## src/rtl/iafs_consts.vh

```
// constants for the abort-flag and data-setup block
`ifndef IAFS_CONSTS_VH
`define IAFS_CONSTS_VH

// ----------------------------------------
// register addresses
// ----------------------------------------
`define IAFS_ADDR_ABORT 32'h50001380
`define IAFS_ADDR_SETUP 32'h50001394
`define IAFS_ADDR_CTRL 32'h500013a0
`define IAFS_ADDR_CLEAR 32'h500013a4

// ----------------------------------------
// reset values and field layout
// ----------------------------------------
`define IAFS_SETUP_RESET 8'h64
`define IAFS_SETUP_MIN 8'h02
`define IAFS_CTRL_ENABLE 0
`define IAFS_CTRL_WIDE 1
`define IAFS_CTRL_MASTER 2
`define IAFS_FLAG_SHORT 0
`define IAFS_FLAG_WIDE1 1
`define IAFS_FLAG_WIDE2 2
`define IAFS_FLAG_DATA 3
`define IAFS_FLAG_GCALL 4
`define IAFS_NUM_FLAGS 5

// ----------------------------------------
// bus protocol values
// ----------------------------------------
`define IAFS_GCALL_BYTE 8'h00
`define IAFS_ACK_SLOT 4'h8
`define IAFS_LAST_BIT 4'h7
`define IAFS_BYTE_FIRST 2'h0
`define IAFS_BYTE_SECOND 2'h1
`define IAFS_BYTE_LATER 2'h2

`endif

```

## src/rtl/iafs_delay_timer.v

```verilog
// down-counter that times the programmed data setup delay
`default_nettype none

module iafs_delay_timer (
    input wire clock, // block clock
    input wire rst_n, // async reset, active low
    input wire start, // pulse: begin a delay
    input wire [7:0] load_value, // delay length in clock periods
    output reg busy, // high while delay runs
    output reg done // pulse: delay over
);

reg [7:0] count;

// ----------------------------------------
// delay counter
// ----------------------------------------
// a value of zero is treated as one period
always @(posedge clock or negedge rst_n)
begin
    if (!rst_n)
    begin
        count <= 8'h00;
        busy <= 1'b0;
        done <= 1'b0;
    end
    else
    begin
        done <= 1'b0;
        if (start)
        begin
            count <= load_value;
            busy <= 1'b1;
        end
        else if (busy)
        begin
            if (count <= 8'h01)
            begin
                busy <= 1'b0;
                done <= 1'b1;
            end
            else
                count <= count - 8'h01;
        end
    end
end

endmodule
`default_nettype wire

```

## src/rtl/iafs_core.v

```verilog
// abort cause flags and slave-transmitter data setup delay
// Functional notes
// - master general call left unacknowledged sets the general call flag in short-address mode; in wide mode it sets the first-byte flag
// - master data byte unacknowledged after acked address, other than a general call, sets data flag
// - second byte of wide address unacknowledged sets second-byte flag
// - first byte of wide address unacknowledged sets first-byte flag
// - short address unacknowledged sets short-address flag
// - slave transmitter changes data as it starts holding clock low, then holds it programmed periods
//
// Strobed register access was left to the implementer.
`include "iafs_consts.vh"
`default_nettype none

module iafs_core (
    input wire clock, // block clock
    input wire rst_n, // async reset, active low
    input wire [31:0] reg_addr, // register address
    input wire [15:0] reg_wdata, // register write data
    input wire reg_wr, // write strobe
    input wire reg_rd, // read strobe
    output reg [15:0] reg_rdata, // read data, cycle after strobe
    input wire scl_in, // bus clock pin level
    output wire scl_out, // bus clock drive level
    output wire scl_oe, // bus clock pulled low
    input wire sda_in, // bus data pin level
    output wire sda_out, // bus data drive level
    output reg sda_oe, // bus data pulled low
    input wire slave_tx_active, // servicing a slave read
    input wire slave_tx_load, // pulse: new byte to send
    input wire [7:0] slave_tx_data, // byte to send
    output reg slave_tx_byte_done, // pulse: byte shifted out
    output reg master_abort, // pulse: master transfer aborted
    output wire controller_enable_bit // controller enable level
);

// ----------------------------------------
// address decode helper
// ----------------------------------------
function hit;
    input [31:0] addr;
    input [31:0] target;
    begin
        hit = (addr == target);
    end
endfunction

// ----------------------------------------
// registers
// ----------------------------------------
reg [7:0] data_setup_delay_value;
reg [2:0] control;
reg [`IAFS_NUM_FLAGS-1:0] transmit_abort_cause;
wire [`IAFS_NUM_FLAGS-1:0] flag_set;
wire flag_clear;
wire wide_mode;
wire master_mode;

assign controller_enable_bit = control[`IAFS_CTRL_ENABLE];
assign wide_mode = control[`IAFS_CTRL_WIDE];
assign master_mode = control[`IAFS_CTRL_MASTER];
assign flag_clear = reg_rd & hit(reg_addr, `IAFS_ADDR_CLEAR);

// software writes; setup delay locked while enabled
always @(posedge clock or negedge rst_n)
begin
    if (!rst_n)
    begin
        data_setup_delay_value <= `IAFS_SETUP_RESET;
        control <= 3'h0;
    end
    else if (reg_wr)
    begin
        if (hit(reg_addr, `IAFS_ADDR_SETUP) && !controller_enable_bit)
            data_setup_delay_value <= reg_wdata[7:0];
        if (hit(reg_addr, `IAFS_ADDR_CTRL))
            control <= reg_wdata[2:0];
    end
end

// sticky flags, set wins over clear
genvar gi;
generate
    for (gi = 0; gi < `IAFS_NUM_FLAGS; gi = gi + 1)
    begin : flag_bits
        always @(posedge clock or negedge rst_n)
        begin
            if (!rst_n)
                transmit_abort_cause[gi] <= 1'b0;
            else if (flag_set[gi])
                transmit_abort_cause[gi] <= 1'b1;
            else if (flag_clear)
                transmit_abort_cause[gi] <= 1'b0;
        end
    end
endgenerate

// read data, one cycle after the strobe
always @(posedge clock or negedge rst_n)
begin
    if (!rst_n)
        reg_rdata <= 16'h0000;
    else if (reg_rd)
    begin
        if (hit(reg_addr, `IAFS_ADDR_ABORT))
            reg_rdata <= {11'h000, transmit_abort_cause};
        else if (hit(reg_addr, `IAFS_ADDR_SETUP))
            reg_rdata <= {8'h00, data_setup_delay_value};
        else if (hit(reg_addr, `IAFS_ADDR_CTRL))
            reg_rdata <= {13'h0000, control};
        else
            reg_rdata <= 16'h0000;
    end
    else
        reg_rdata <= 16'h0000;
end

// ----------------------------------------
// pin synchronisers and edge detection
// ----------------------------------------
reg scl_meta;
reg scl_sync;
reg scl_prev;
reg sda_meta;
reg sda_sync;
reg sda_prev;
wire scl_rise;
wire scl_fall;
wire bus_start;
wire bus_stop;

always @(posedge clock or negedge rst_n)
begin
    if (!rst_n)
    begin
        scl_meta <= 1'b1;
        scl_sync <= 1'b1;
        scl_prev <= 1'b1;
        sda_meta <= 1'b1;
        sda_sync <= 1'b1;
        sda_prev <= 1'b1;
    end
    else
    begin
        scl_meta <= scl_in;
        scl_sync <= scl_meta;
        scl_prev <= scl_sync;
        sda_meta <= sda_in;
        sda_sync <= sda_meta;
        sda_prev <= sda_sync;
    end
end

assign scl_rise = scl_sync & ~scl_prev;
assign scl_fall = ~scl_sync & scl_prev;
assign bus_start = scl_sync & scl_prev & sda_prev & ~sda_sync;
assign bus_stop = scl_sync & scl_prev & ~sda_prev & sda_sync;

// ----------------------------------------
// master transfer monitor
// ----------------------------------------
localparam [2:0] MON_IDLE = 3'b001;
localparam [2:0] MON_BITS = 3'b010;
localparam [2:0] MON_HALT = 3'b100;

reg [2:0] mon_state;
reg [2:0] next_mon_state;
reg [3:0] bit_count;
reg [1:0] byte_index;
reg [7:0] shift_in;
reg first_is_gcall;
reg ack_slot;
reg nack_seen;
wire any_abort;

// acknowledge slot sampled on the ninth rising edge
always @*
begin
    ack_slot = scl_rise & (bit_count == `IAFS_ACK_SLOT);
    nack_seen = ack_slot & sda_sync & (mon_state == MON_BITS);
end

// classify the unacknowledged byte
assign flag_set[`IAFS_FLAG_SHORT] = nack_seen & !wide_mode & (byte_index == `IAFS_BYTE_FIRST)
    & (shift_in != `IAFS_GCALL_BYTE);
assign flag_set[`IAFS_FLAG_GCALL] = nack_seen & !wide_mode & (byte_index == `IAFS_BYTE_FIRST)
    & (shift_in == `IAFS_GCALL_BYTE);
assign flag_set[`IAFS_FLAG_WIDE1] = nack_seen & wide_mode
    & (byte_index == `IAFS_BYTE_FIRST);
assign flag_set[`IAFS_FLAG_WIDE2] = nack_seen & wide_mode
    & (byte_index == `IAFS_BYTE_SECOND);
assign flag_set[`IAFS_FLAG_DATA] = nack_seen & !first_is_gcall
    & (byte_index == `IAFS_BYTE_LATER || (!wide_mode && byte_index == `IAFS_BYTE_SECOND));
assign any_abort = |flag_set;

// monitor state transitions
always @*
begin
    case (mon_state)
        MON_IDLE:
            next_mon_state = (bus_start && master_mode) ? MON_BITS : MON_IDLE;
        MON_BITS:
            if (bus_stop)
                next_mon_state = MON_IDLE;
            else if (any_abort)
                next_mon_state = MON_HALT;
            else
                next_mon_state = MON_BITS;
        MON_HALT:
            next_mon_state = (bus_stop || bus_start) ? MON_IDLE : MON_HALT;
        default:
            next_mon_state = MON_IDLE;
    endcase
end

// bit and byte counting within a master transfer
always @(posedge clock or negedge rst_n)
begin
    if (!rst_n)
    begin
        mon_state <= MON_IDLE;
        bit_count <= 4'h0;
        byte_index <= `IAFS_BYTE_FIRST;
        shift_in <= 8'h00;
        first_is_gcall <= 1'b0;
        master_abort <= 1'b0;
    end
    else
    begin
        mon_state <= next_mon_state;
        master_abort <= any_abort;
        if (bus_start)
        begin
            bit_count <= 4'h0;
            byte_index <= `IAFS_BYTE_FIRST;
            first_is_gcall <= 1'b0;
        end
        else if (scl_rise && mon_state == MON_BITS)
        begin
            if (ack_slot)
            begin
                bit_count <= 4'h0;
                if (byte_index == `IAFS_BYTE_FIRST)
                    first_is_gcall <= !wide_mode && (shift_in == `IAFS_GCALL_BYTE);
                if (byte_index != `IAFS_BYTE_LATER)
                    byte_index <= byte_index + 2'h1;
            end
            else
            begin
                bit_count <= bit_count + 4'h1;
                shift_in <= {shift_in[6:0], sda_sync};
            end
        end
    end
end

// ----------------------------------------
// slave transmitter with data setup delay
// ----------------------------------------
reg [7:0] tx_shift;
reg [3:0] tx_bits;
wire hold_busy;
wire hold_start;

// stretch the clock low on each falling edge while bits remain
assign hold_start = scl_fall & slave_tx_active & (tx_bits <= `IAFS_LAST_BIT);
assign scl_oe = hold_busy | hold_start;
assign scl_out = 1'b0;
assign sda_out = 1'b0;

iafs_delay_timer setup_timer (
    .clock(clock),
    .rst_n(rst_n),
    .start(hold_start),
    .load_value(data_setup_delay_value),
    .busy(hold_busy),
    .done()
);

// data changes as the hold begins, so it is set up for the whole delay
always @(posedge clock or negedge rst_n)
begin
    if (!rst_n)
    begin
        tx_shift <= 8'h00;
        tx_bits <= `IAFS_ACK_SLOT;
        sda_oe <= 1'b0;
        slave_tx_byte_done <= 1'b0;
    end
    else
    begin
        slave_tx_byte_done <= 1'b0;
        if (!slave_tx_active)
        begin
            tx_bits <= `IAFS_ACK_SLOT;
            sda_oe <= 1'b0;
        end
        else if (slave_tx_load)
        begin
            tx_shift <= slave_tx_data;
            tx_bits <= 4'h0;
        end
        else if (hold_start)
        begin
            sda_oe <= ~tx_shift[7];
            tx_shift <= {tx_shift[6:0], 1'b0};
            tx_bits <= tx_bits + 4'h1;
            slave_tx_byte_done <= (tx_bits == `IAFS_LAST_BIT);
        end
        else if (scl_fall && tx_bits == `IAFS_ACK_SLOT)
            sda_oe <= 1'b0; // release for the master's acknowledge
    end
end

endmodule
`default_nettype wire

```

## config.mk

```make
export PLATFORM = sky130hd
export DESIGN_NAME = iafs_core
export DESIGN_NICKNAME = d
export VERILOG_FILES = /design/src/rtl/iafs_delay_timer.v /design/src/rtl/iafs_core.v
export VERILOG_INCLUDE_DIRS = /design/src /design/src/rtl
export SDC_FILE = /design/constraint.sdc
export NUM_CORES = 1
export LEC_CHECK = 0
export BUFFER_PORTS_ARGS = -buffer_cell sky130_fd_sc_hd__buf_2
export CORE_MARGIN = 2
export CORE_UTILIZATION = 54
export DETAILED_ROUTE_END_ITERATION = 10
export PLACE_DENSITY = 0.88
export RECOVER_POWER = 25
export SLEW_MARGIN = 25
export SYNTH_ARGS = -nofsm -noshare
export SYNTH_HDL_FRONTEND = slang
export SYNTH_SLANG_ARGS = --single-unit
```

## constraint.sdc

```tcl
create_clock -name clock -period 2.6 [get_ports clock]
set_input_delay 0.26 -clock clock [delete_from_list [all_inputs] [get_ports clock]]
set_output_delay 0.26 -clock clock [all_outputs]
set_load 0.01 [all_outputs]
```

[After elaboration in Yosys (flattened, before gate mapping)]
Index checks and enable logic that the tools add are counted.
Storage, ports and cells
  register bits after elaboration: 80
  input port bits: 64
  output and inout port bits: 23
  logic and storage cells: 157
Operators by class
  $add $sub $neg: 4
  order comparisons: 2
  equality and inequality tests: 17
  multiplexer cells: 44
  bitwise operators: 30
  reductions and logical operators: 34
Operators with widths (count)
  $eq A32 B31 Y1 const B: 4
  $mux W8: 7
  $mux W4: 6
  $and A1 B1 Y1: 22
  $reduce_bool A2 Y1: 11
  $mux W1: 20
  $mux W16: 1
  $mux W3: 4
  $mux W2: 5
  $reduce_and A2 Y1: 5
  $pmux W3 S3: 1
  $reduce_and A3 Y1: 3
  $add A4 B1 Y4 const B: 2
  $eq A4 B4 Y1 const B: 2
  $le A8 B1 Y1 const B: 1
  $logic_not A8 Y1: 1
  $reduce_bool A8 Y1: 1
  $sub A8 B1 Y8 const B: 1
  $not A1 Y1: 7
  $logic_and A1 B1 Y1: 6
  $ne A2 B2 Y1 const B: 3
  $ne A3 B1 Y1 const B: 2
  $reduce_or A5 Y1: 1
  $eq A4 B3 Y1 const B: 1
  11 further kinds: 14

[Depth between registers and ports, before layout]
  depth in word-level cells: 12
  gate-level depth with buffers: 6
  depth with buffers taken out: 6

[Cells and area by module]
Synthesis repeated with hierarchy kept, for this count alone.
Second synthesis, totals
  cells, all modules: 324
  area total of the unflattened synthesis: 3558.4 µm²
By module, submodules not included
  iafs_core: instances 1, cells an instance 260, area an instance 2974.1 µm²
  iafs_delay_timer: instances 1, cells an instance 64, area an instance 584.3 µm²

[Worst setup path before layout]
OpenSTA, ideal clock, no wires.
  path kind: register -> register
  from: register setup_timer.count[5]
  to: register setup_timer.count[1]
  library setup time: 83 ps
  arrival: 1802 ps
  slack: 715 ps
  cell stages (with the launch flop): 5
  buffers on the path: 0
  path through: dfrtp_1 or4_4 o41ai_4 mux2_2 o21ai_0
On the way
  cells in the longest elaborated chain, start to end: 3
Ends and longest elaborated chain
  start: declaration: line iafs_delay_timer.v:13  | reg [7:0] count;
  start signal: assignment: line iafs_delay_timer.v:32  | count <= load_value;
  start signal: assignment: line iafs_delay_timer.v:43  | count <= count - 8'h01;
  $le A8 B1 Y1: line iafs_delay_timer.v:37  | if (count <= 8'h01)
  $ne A2 B2 Y1 (no line)
  $reduce_and A2 Y1 (no line)
No other way between the ends.
A chain may end at the register's enable or synchronous reset.

[Worst setup path in the final report]
  from: register scl_sync
  to: output scl_oe
On the way
  cells in the longest elaborated chain, start to end: 5
Ends and longest elaborated chain
  start: declaration: line iafs_core.v:121  | reg scl_sync;
  start signal: assignment: line iafs_core.v:145  | scl_sync <= scl_meta;
  $not A1 Y1: line iafs_core.v:154  | assign scl_fall = ~scl_sync & scl_prev;
  $and A1 B1 Y1: line iafs_core.v:154
  $and A1 B1 Y1 (2 in series): line iafs_core.v:265  | assign hold_start = scl_fall & slave_tx_active & (tx_bits <= `IAFS_LAST_BIT);
  $or A1 B1 Y1: line iafs_core.v:266  | assign scl_oe = hold_busy | hold_start;
  end: declaration: line iafs_core.v:24  | output wire scl_oe,
No other way between the ends.

==> flow_metrics.tcl <==
set metrics [dict create \
    reg2reg_setup_slack_ps 500 \
    finalMaxSlewViolations 73 \
    syn-mean-instance-area_sq_um 11.1 \
    total_cts_buffers 9 \
    timing.slew.headroom -0.119 \
    layout_min_cycle_time_ps 2130 \
    startpoint "scl_sync$_DFF_PN1_" \
    cell_count_after_synthesis 326 \
    power.sequential.fraction 0.484 \
    dr_wl_met3_um 533 \
    power.combinational.fraction 0.173 \
    grt_setup_unrepaired "no" \
    final_antenna_net_count 0 \
    max-cap-violations 1 \
    critical_path_arrival_ps 1870 \
    cp_top_family "simple AND/OR/NAND/NOR gates" \
    layout_commonest_cell "sky130_fd_sc_hd__buf_2" \
    final_min_period_over_clock_period 0.821 \
    drt_iter0_drc 160 \
    p_sw_frac 0.279 \
    grt_max_degree 73 \
    timing.setup.tns_ps 0 \
    yosysSeqAreaShare 0.502 \
    powerDensity_nw_per_um2 653 \
    setup_violators_final 0 \
    m1WireLength_um 2890 \
    detail_route.drc_violations 15 \
    clock_insertion_delay_worst_skew_ps 340 \
    outcome "finished with violations" \
    antenna_cells_inserted 0 \
    die_width_um 85.8 \
    clkPwrFrac 0.343 \
    ys.flop_type "sky130_fd_sc_hd__dfrtp_1" \
    worst_path_largest_cell_delay_ps 660 \
    clk_pin_slew_ps 80 \
    track_usage 0.206 \
    path_max_fanout 22 \
    worst_setup_path_end_kind "primary output" \
    cp_num_buf_inv 1 \
    routed.top_layer "met4" \
    p_leak_nw 2.02 \
    gp_routability_congestion 0.881 \
    clock_tree.buffer_depth 2 \
    r2r.worst_path.cells 3 \
    reg2reg_to "tx_shift[2]$_DFFE_PN0P_" \
    worst_hold_path_type "in2reg" \
    setup.worst_path.class "reg2out" \
    ios 87 \
    yosys_warnings 0 \
    timing.critical_path.from_type "flip-flop" \
    globalRoute.totalOverflow 0 \
    path_cells "and4bb_2 -> or2_2 -> buf_2" \
    final-hold-violation-count 0 \
    wl_met2_um 3640 \
    core-area_sq_um 6420 \
    critPathCapture "scl_oe" \
    cts.root.buffer_cell "sky130_fd_sc_hd__clkbuf_8" \
    violations "DRC, capacitance limit, slew limit" \
    detail_route.vias_per_cell 5.73 \
    syn_area_sq_um 3610 \
    drt_first_pass_iters 11 \
    htree_levels 3 \
    floorplan.initialDensity 0.563 \
    wirelength_um 7120 \
    numPortBuffers 68 \
    fin_hold_ws_ps 148 \
    switching_power_w 0.000768 \
    cts-resized-gates 0 \
    synth-seq-cells 72 \
    dp_hpwl_um 5220 \
    fin_worst_skew_ps 9.03 \
    grt_pass1_vias 2682 \
    design.die.area_sq_um 7360 \
    ys_types 62 \
    worst_path_max_delay_cell "sky130_fd_sc_hd__dfstp_1" \
    worst_pin_slew_ps 1680 \
    area_delta_synth_final_pct 16.7 \
    tritoncts "built" \
    internal_power_w 0.00199 \
    timing.critical_path.depth 3 \
    n_fill_cell 511 \
    timing.rr.start "scl_sync$_DFF_PN1_" \
    finish.net_count 473 \
    ys_async_sr_fraction 1.00 \
    clock-sinks 72 \
    most-common-layout-cells "sky130_fd_sc_hd__buf_2, sky130_fd_sc_hd__dfrtp_1, sky130_fd_sc_hd__nand2_1, sky130_fd_sc_hd__mux2_2, sky130_fd_sc_hd__o21ai_0" \
    cp_data_required_time_ps 2340 \
    fmaxAchievable_mhz 469 \
    die-height_um 85.8 \
    wl_per_cell_um 14.8 \
    synth-edff-count 0 \
    worst_ir_drop_vdd_mv 0.603 \
    num_vias 2763 \
    grt_pass1_wl_um 11900 \
    final_layout_size_suffix_gt1_frac 0.321 \
    grt_antenna_before_repair 0 \
    std_cell_rows 29 \
]
==> how the worst min path moves through the flow <==
| stage | to | start | slack (ps) | cells after the start |
|---|---|---|---|---|
| detailed placement | shift_in[3]$_DFFE_PN0P_ | rst_n | 310 | 2 |
| CTS | sda_meta$_DFF_PN1_ | sda_in | 2 | 1 |
| finish | data_setup_delay_value[7]$_DFFE_PN0P_ | reg_wdata[7] | 150 | 2 |
| floorplan | bit_count[0]$_DFFE_PN0P_ | rst_n | -40 | 0 |
| global route | data_setup_delay_value[6]$_DFFE_PN1P_ | reg_wdata[6] | 140 | 2 |
| global placement | shift_in[4]$_DFFE_PN0P_ | rst_n | 310 | 2 |
==> worst reg2reg max path: stages, from the launching register on <==
cell                       delay (ps)
sky130_fd_sc_hd__dfstp_1          660
sky130_fd_sc_hd__and4bb_2         410
sky130_fd_sc_hd__a21oi_1          670
sky130_fd_sc_hd__o21ai_0          210
==> stage by stage <==
stage / instances / power [W] / setup slack (ps) / instance area [sq um] / utilization
4_1_cts: 481 / 0.00277 / 527 / 4220 / 0.657
6_report: 482 / 0.00275 / 467 / 4220 / 0.657
5_1_grt: 482 / 0.00290 / 259 / 4220 / 0.657
2_1_floorplan: 335 / 0.00168 / 715 / 3650 / -
3_5_place_dp: 463 / 0.00183 / 389 / 3990 / 0.621
3_3_place_gp: 463 / 0.00180 / 483 / 3990 / 0.621
==> flip-flops by register name, summed over array words and instances, names as in the netlist, 2 cells and up <==
| name | flops |
|---|---|
| byte_index | 2 |
| shift_in | 8 |
| bit_count | 4 |
| tx_shift | 8 |
| setup_timer.count | 8 |
| data_setup_delay_value | 8 |
| reg_rdata | 8 |
| transmit_abort_cause | 5 |
| control | 3 |
| tx_bits | 4 |
| mon_state | 3 |
==> repair_timing <==
| item | in CTS | in global routing |
|---|---|---|
| hold buffers | 2 | 1 |
| endpoints found under the hold margin | 62 | 1 |
| setup buffers | 0 | 0 |
==> power groups by stage <==
stage / Sequential, W / Clock [W] / Combinational (W)
after floorplan: 0.00133 / 0 / 0.000354
after global placement: 0.00134 / 0 / 0.000457
after detailed placement: 0.00135 / 0 / 0.000475
after CTS: 0.00133 / 0.000961 / 0.000479
after global routing: 0.00135 / 0.00101 / 0.000537
final: 0.00133 / 0.000944 / 0.000476
==> layer usage <==
| layer | track usage | up-vias |
|---|---|---|
| met5 | 0 | - |
| met3 | 0.0683 | 9 |
| met4 | 0.0491 | 0 |
| met2 | 0.363 | 111 |
| li1 | - | 1307 |
| met1 | 0.245 | 1336 |
==> synthesized netlist by cell type, types with 3 or more instances <==
cell type / instances / area (sq um)
sky130_fd_sc_hd__ha_1: 9 / 113
sky130_fd_sc_hd__or2_2: 3 / 18.8
sky130_fd_sc_hd__inv_1: 16 / 60.1
sky130_fd_sc_hd__nor2_1: 13 / 48.8
sky130_fd_sc_hd__clkbuf_1: 6 / 22.5
sky130_fd_sc_hd__nand2_1: 33 / 124
sky130_fd_sc_hd__nor3_1: 11 / 55.1
sky130_fd_sc_hd__and2_1: 4 / 25.0
sky130_fd_sc_hd__nand4b_1: 4 / 35.0
sky130_fd_sc_hd__a32o_1: 3 / 30.0
sky130_fd_sc_hd__dfrtp_1: 61 / 1530
sky130_fd_sc_hd__xnor2_1: 4 / 35.0
sky130_fd_sc_hd__mux2_2: 21 / 236
sky130_fd_sc_hd__nor4_1: 3 / 18.8
sky130_fd_sc_hd__nor3b_1: 6 / 45.0
sky130_fd_sc_hd__nand3_1: 7 / 35.0
sky130_fd_sc_hd__a21oi_1: 10 / 50.1
sky130_fd_sc_hd__mux2i_1: 10 / 100
sky130_fd_sc_hd__o21ai_0: 19 / 95.1
sky130_fd_sc_hd__dfstp_2: 11 / 289
sky130_fd_sc_hd__a22oi_1: 5 / 37.5
sky130_fd_sc_hd__buf_4: 10 / 75.1
sky130_fd_sc_hd__nand2b_1: 5 / 31.3
==> cell families after synthesis <==
family / after synthesis / share of synthesized area
other: 1 / 0.00104
AND/OR/NAND/NOR: 114 / 0.195
adder cells (fa/ha/maj): 9 / 0.0312
multiplexers: 31 / 0.0931
flip-flops: 72 / 0.502
AO/OA/AOI/OAI: 60 / 0.117
buffers and inverters: 34 / 0.0481
XOR/XNOR: 5 / 0.0121
==> area by class of cell <==
class | count | area, sq um | area share
Clock buffer | 10 | 128 | 0.0303
Sequential cell | 72 | 1820 | 0.431
Multi-Input combinational cell | 229 | 1660 | 0.393
Clock inverter | 6 | 83.8 | 0.0199
Timing Repair Buffer | 72 | 375 | 0.0890
Inverter | 16 | 60.1 | 0.0142
Tap cell | 77 | 96.3 | 0.0228
(Power assumes the default switching activity.)
